$ cat src/core/pppwm_pkg.sv
// Purpose: shared constants and types for the push-pull bridge pwm output stage
// Assumes: one clock, synchronous active-low reset
// Notes:   dead-band counts are 8 bits wide
package pppwm_pkg;
  localparam int unsigned DB_W       = 8;
  localparam logic [7:0]  DB_ZERO    = 8'h00;
  localparam logic [7:0]  DB_ONE     = 8'h01;
  localparam logic        PHASE_ODD  = 1'b0;

  // per-group waveform phase
  typedef enum {PPPWM_IDLE, PPPWM_DBR, PPPWM_PRI, PPPWM_DBF, PPPWM_COMP} pppwm_state_t;

  // the six bridge drives travel together
  typedef struct packed {
    logic pri_a;
    logic pri_b;
    logic pri_c;
    logic pri_d;
    logic comp_e;
    logic comp_f;
  } pppwm_drv_t;

  // dead-band configuration
  typedef struct packed {
    logic            rise_en;
    logic            fall_en;
    logic [DB_W-1:0] rise_cnt;
    logic [DB_W-1:0] fall_cnt;
  } pppwm_db_cfg_t;
endpackage : pppwm_pkg

$ cat src/core/pppwm_top.sv
// Purpose: push-pull pwm with four primary and two complementary outputs
// Assumes: time-base events are one-cycle pulses synchronous to i_mclk
// Notes:   steering is not provided; output mapping is fixed by the mode
// Behaviour
// - six outputs alternate groups on odd/even periods
// - rising and falling dead band available
// - no steering; fixed output assignment
// - primary drive on outputs a, b, c, d
// - complementary e for odd, f for even
// - a equals c, b equals d
// - separate edge handling per odd/even period
// - odd rise: e off, delay, a/c on
// - odd fall: a/c off, delay, e on
// - even rise: f off, delay, b/d on
// - even fall: b/d off, delay, f on
// - one shared 8-bit counter with separate rising and falling compare values
// - counter advances every i_mclk edge, holding at all ones
// - fall during rise delay: restart, suppress primary
// - rise during fall delay: restart, suppress complementary
`timescale 1ns/1ps
`default_nettype none
module pppwm_top
  import pppwm_pkg::*;
(
  // clock and reset
  input  wire logic                     i_mclk,
  input  wire logic                     i_rstn,
  // mode and dead-band setup
  input  wire logic                     i_enable,
  input  wire pppwm_pkg::pppwm_db_cfg_t i_db_cfg,
  // time-base events
  input  wire logic                     i_period_evt,
  input  wire logic                     i_rise_evt,
  input  wire logic                     i_fall_evt,
  // bridge drives
  output logic                          o_primary_out_a,
  output logic                          o_primary_out_b,
  output logic                          o_primary_out_c,
  output logic                          o_primary_out_d,
  output logic                          o_comp_out_e,
  output logic                          o_comp_out_f,
  // current phase, high in even periods
  output logic                          o_even_period
);
  import pppwm_pkg::*;

  logic            enable_ff;
  logic            phase_ff;
  pppwm_state_t    state_ff [2];
  logic [DB_W-1:0] db_cnt_ff;
  pppwm_drv_t      drv_ff;
  logic            start_edge;

  ////////////////////////////////////////////////////////////////////////
  // phase tracking; first period after enable is odd
  assign start_edge = i_enable & ~enable_ff;

  always_ff @(posedge i_mclk)
  begin
    if (!i_rstn)
      enable_ff <= 1'b0;
    else
      enable_ff <= i_enable;
  end

  always_ff @(posedge i_mclk)
  begin
    if (!i_rstn || !i_enable || start_edge)
      phase_ff <= PHASE_ODD;
    else if (i_period_evt)
      phase_ff <= ~phase_ff;
  end

  ////////////////////////////////////////////////////////////////////////
  // per-group state; only the active group follows edge events
  generate
    for (genvar g = 0; g < 2; g++)
    begin : g_grp
      logic active;
      assign active = i_enable && (phase_ff == 1'(g));

      always_ff @(posedge i_mclk)
      begin
        if (!i_rstn || !i_enable)
          state_ff[g] <= PPPWM_IDLE;
        else if (!active)
          state_ff[g] <= PPPWM_IDLE;               // other group rests
        else if (i_rise_evt)
          // a rise mid falling delay restarts rising delay
          state_ff[g] <= i_db_cfg.rise_en ? PPPWM_DBR : PPPWM_PRI;
        else if (i_fall_evt)
          state_ff[g] <= i_db_cfg.fall_en ? PPPWM_DBF : PPPWM_COMP;
        else
        begin
          case (state_ff[g])
            PPPWM_DBR:
              if (db_cnt_ff >= i_db_cfg.rise_cnt)
                state_ff[g] <= PPPWM_PRI;
            PPPWM_DBF:
              if (db_cnt_ff >= i_db_cfg.fall_cnt)
                state_ff[g] <= PPPWM_COMP;
            default:
              state_ff[g] <= state_ff[g];
          endcase
        end
      end
    end
  endgenerate

  ////////////////////////////////////////////////////////////////////////
  // shared dead-band counter; one delay runs at a time, so rising and
  // falling counts share storage while keeping separate compare values
  always_ff @(posedge i_mclk)
  begin
    if (!i_rstn || i_rise_evt || i_fall_evt)
      db_cnt_ff <= DB_ONE;                         // restart on each edge
    else if (db_cnt_ff != '1)
      db_cnt_ff <= db_cnt_ff + DB_ONE;
  end

  ////////////////////////////////////////////////////////////////////////
  // output decode; fixed mapping, no steering
  always_ff @(posedge i_mclk)
  begin
    if (!i_rstn)
      drv_ff <= '0;
    else
    begin
      drv_ff.pri_a  <= (state_ff[0] == PPPWM_PRI);
      drv_ff.pri_c  <= (state_ff[0] == PPPWM_PRI);
      drv_ff.pri_b  <= (state_ff[1] == PPPWM_PRI);
      drv_ff.pri_d  <= (state_ff[1] == PPPWM_PRI);
      drv_ff.comp_e <= (state_ff[0] == PPPWM_COMP);
      drv_ff.comp_f <= (state_ff[1] == PPPWM_COMP);
    end
  end

  assign o_primary_out_a = drv_ff.pri_a;
  assign o_primary_out_b = drv_ff.pri_b;
  assign o_primary_out_c = drv_ff.pri_c;
  assign o_primary_out_d = drv_ff.pri_d;
  assign o_comp_out_e    = drv_ff.comp_e;
  assign o_comp_out_f    = drv_ff.comp_f;
  assign o_even_period   = phase_ff;
endmodule : pppwm_top
`default_nettype wire

$ cat config.mk
export PLATFORM = sky130hd
export DESIGN_NAME = pppwm_top
export DESIGN_NICKNAME = d
export VERILOG_FILES = /design/src/core/pppwm_pkg.sv /design/src/core/pppwm_top.sv
export SDC_FILE = /design/constraint.sdc
export NUM_CORES = 1
export LEC_CHECK = 0
export ABC_AREA = 1
export BUFFER_PORTS_ARGS = -buffer_cell sky130_fd_sc_hd__buf_2
export CAP_MARGIN = 15
export CORE_MARGIN = 10
export CORE_UTILIZATION = 50
export CTS_BUF_LIST = sky130_fd_sc_hd__clkbuf_2 sky130_fd_sc_hd__clkbuf_4 sky130_fd_sc_hd__clkbuf_8
export CTS_CLUSTER_SIZE = 12
export DETAILED_ROUTE_END_ITERATION = 8
export HOLD_SLACK_MARGIN = 0.08
export PLACE_DENSITY = 0.89
export SLEW_MARGIN = 25
export SYNTH_ARGS = -nofsm -noshare
export SYNTH_HDL_FRONTEND = slang
export SYNTH_SLANG_ARGS = --single-unit
$ cat constraint.sdc
create_clock -name i_mclk -period 1.4 [get_ports i_mclk]
set_input_delay 0.07 -clock i_mclk [delete_from_list [all_inputs] [get_ports i_mclk]]
set_output_delay 0.07 -clock i_mclk [all_outputs]
set_load 0.02 [all_outputs]
==> impl_metrics.ini <==
[floorplan]
die_w_um = 72.42
rows = 18
die_area_mm2 = 0.005244
core_area_mm2 = 0.002545
start_util = 0.5398
die_h_um = 72.42
ios = 31

[yosys]
synth_top_cell_by_area = dfxtp_1
yosysSeqAreaShare = 0.3352
synth_top_area_share = 0.2040
synth.cell_area_mm2 = 0.001374
syn_nets = 223
ys_types = 27
synth_area_per_cell_um2 = 7.548
netlist_top_cells_area = dfxtp_1 20%, ha_1 15%, edfxtp_1 13%
yosysWarningCount = 0
syn_inst = 182
synth-seq-cells = 20

[pwr]
swShare = 0.2453
power.internal_w = 0.0009964
pwr_density_cell_mw_per_mm2 = 670.8
power_frac_comb = 0.159
switchingPower_w = 0.0003238
power.leakage_nw = 0.9963
p_clk_frac = 0.368
pwr-share-seq = 0.473
ir_drop_uv = 1372

[routing]
ant_nets = 0
route.detailed.drc = 0
firstDrtPassIters = 4
num_vias = 1384
wire_per_inst_um = 14.87
via_per_inst = 5.262
drtIter0Drc = 109
wirelength_um = 3910

[clock_network]
clk_pin_slew_worst_paths_ns = 0.13
cts.htree.levels = 1
clock_sinks = 20
numCtsBuffers = 3
cts_tree = built
cts-root-buf = clkbuf_4
cts_max_path_buffers = 2
clock_latency_ns = 0.32

[sta]
rsz0062_at_grt = true
hold_violations = 0
fin_skew_ns = 0.01662
max_slew_margin = 0.8132
worstMarginPinSlew_ns = 0.2773
slew_viol_final = 0
hold_ws_ns = 0.09578
fin_crit_ns = 1.610
fmax_mhz = 621.2
finalSetupViolCount = 13
setup_slack_ns = -0.2097
finalCritPeriodShare = 1.150

[finish]
area_growth_pct = 43.26
drive_gt1_frac = 0.4206
multi_input_area_um2 = 945.9
nets = 275
num_antenna_cells = 0
fillerInstances = 189
regArea_um2 = 473.0

[global_routing]
grt_pass1_wl_um = 5934
first_global_vias = 1377
grt_antenna_before_repair = 0
grt_overflow = 0
grt_usage = 0.1355
grt_max_degree = 13

[hold_path]
min_from = i_db_cfg[17]
hold_class = input port to flip-flop

[status]
failed_checks = setup timing
status = finished, violations left

[flow_run]
drv_cap = 0

[setup_path]
arrival_ns = 1.62
r2r_start = db_cnt_ff[2]$_SDFFE_PP0P_
cp.required_ns = 1.41
crit_type = flip-flop to flip-flop
endpoint_kind = flip-flop
crit_fanout = 3
crit_start = db_cnt_ff[2]$_SDFFE_PP0P_
critPathLaunchType = flip-flop

[placed_design]
port_buffers = 30
dp_hpwl_um = 2680
gp_congestion = 0.8629
pre_cts_slack_ns = -0.1621
-- worst max-delay path: stages, from the launching register on --
cell     delay, ns
dfxtp_2       0.37
ha_1          0.27
nand2_1       0.05
inv_1         0.08
nand2_2       0.06
nand2_1       0.07
nand2_1       0.07
nand2_2       0.09
nand2_2       0.07
nand4_1       0.17
-- synthesized netlist by cell type --
| cell type | count |
|---|---|
| xnor2_1 | 4 |
| o211ai_1 | 1 |
| nand4_1 | 1 |
| nor3b_2 | 1 |
| a21oi_1 | 4 |
| a21oi_2 | 1 |
| nor4_1 | 4 |
| edfxtp_1 | 6 |
| inv_1 | 37 |
| inv_2 | 1 |
| buf_4 | 2 |
| o21a_1 | 2 |
| a31oi_2 | 1 |
| nand3_1 | 14 |
| nor2_4 | 1 |
| nand3_2 | 1 |
| nand2_4 | 1 |
| o21ai_1 | 1 |
| nor2_8 | 1 |
| nand2_1 | 36 |
| o31ai_1 | 1 |
| ha_1 | 17 |
| a31oi_1 | 3 |
| o21ai_0 | 4 |
| o21ai_2 | 1 |
| dfxtp_1 | 14 |
| nor2_1 | 22 |
-- sequential cells by signal, summed over array words and instances (netlist names) --
| signal | flops |
|---|---|
| db_cnt_ff | 8 |
| o_even_period | 1 |
| o_comp_out_f | 1 |
| o_primary_out_c | 1 |
| o_comp_out_e | 1 |
| o_primary_out_d | 1 |
| enable_ff | 1 |
| state_ff | 6 |
-- final cells by class --
class,instances,share of cell area
multi-input cells,122,0.4806
flip-flops and latches,20,0.2403
repair buffers,49,0.1583
inverters,38,0.07502
well taps,30,0.01907
clock inverters,1,0.01526
clock buffers,3,0.01144
-- power groups by stage --
stage	Clock (W)	Combinational (W)	Sequential (W)
floorplan	0	0.0000866	0.000643
global placement	0	0.000158	0.000638
detailed placement	0	0.000164	0.000639
CTS	0.000490	0.000186	0.000626
global route	0.000513	0.000235	0.000627
finish	0.000486	0.000210	0.000625
-- logic make-up (layout without fill, tap and decap cells) --
logic type / count (synthesis) / after routing / synth area share
AOI/OAI and AO/OA: 19 / 19 / 0.09016
buffers and inverters: 40 / 91 / 0.1147
DFF: 20 / 20 / 0.3352
and+or+nand+nor: 82 / 82 / 0.2796
adders and majority gates: 17 / 17 / 0.1548
xor gates and xnor gates: 4 / 4 / 0.02550
-- per-stage QoR --
step / setup TNS (ns) / instances / power [W] / util / cell area [µm²]
2_1_floorplan: -0.1890 / 182 / 0.0007296 / - / 1401
3_3_place_gp: -0.7305 / 253 / 0.0007959 / 0.6568 / 1672
3_5_place_dp: -1.095 / 253 / 0.0008023 / 0.6568 / 1672
4_1_cts: -0.9432 / 260 / 0.001302 / 0.7232 / 1841
5_1_grt: -2.535 / 263 / 0.001376 / 0.7734 / 1968
6_report: -1.486 / 263 / 0.001320 / 0.7734 / 1968
-- path summary, 6_finish.rpt --
| path | to | slack [ns] | depth (start not counted) |
|---|---|---|---|
| setup / recovery | state_ff[1][0]$_SDFFCE_PP0P_ | -0.21 | 9 |
| setup reg to reg | state_ff[1][0]$_SDFFCE_PP0P_ | -0.21 | 9 |
| hold / removal | state_ff[0][0]$_SDFFCE_PP0P_ | 0.1 | 3 |
| hold reg to reg | o_even_period$_SDFFE_PP0P_ | 0.44 | 2 |
-- metal layers --
metal / track usage / up-vias / wire length (µm)
met5: 0 / - / 0
met4: 0.03797 / 0 / 82
met3: 0.04082 / 10 / 297
met2: 0.2410 / 51 / 2024
met1: 0.1518 / 638 / 1504
li1: - / 685 / -
-- cell usage in the layout (no fill, tap or decap), types with 2 or more instances in the layout --
cell and count:
nand2_2 12, nor2_1 21, nand3_1 9, o21a_1 2, inv_1 36, nand3_2 6
dlygate4sd3_1 3, xnor2_1 4, a31oi_1 3, dfxtp_4 2, dfxtp_2 4, nand2_1 24
dfxtp_1 8, ha_4 9, inv_4 2, buf_2 30, o21ai_0 4, edfxtp_1 6
ha_1 8, a21oi_2 5, clkbuf_4 3, buf_6 3, buf_4 13, nor4_1 4
-- repair_timing --
action / CTS / global route
endpoints found under the hold margin: 3 / 0
pin swaps: 5 / 15
hold buffers: 3 / 0
setup buffers: 0 / 3
setup endpoints to repair: 9 / 16
gates resized for setup: 14 / 25
(Power assumes the default switching activity.)
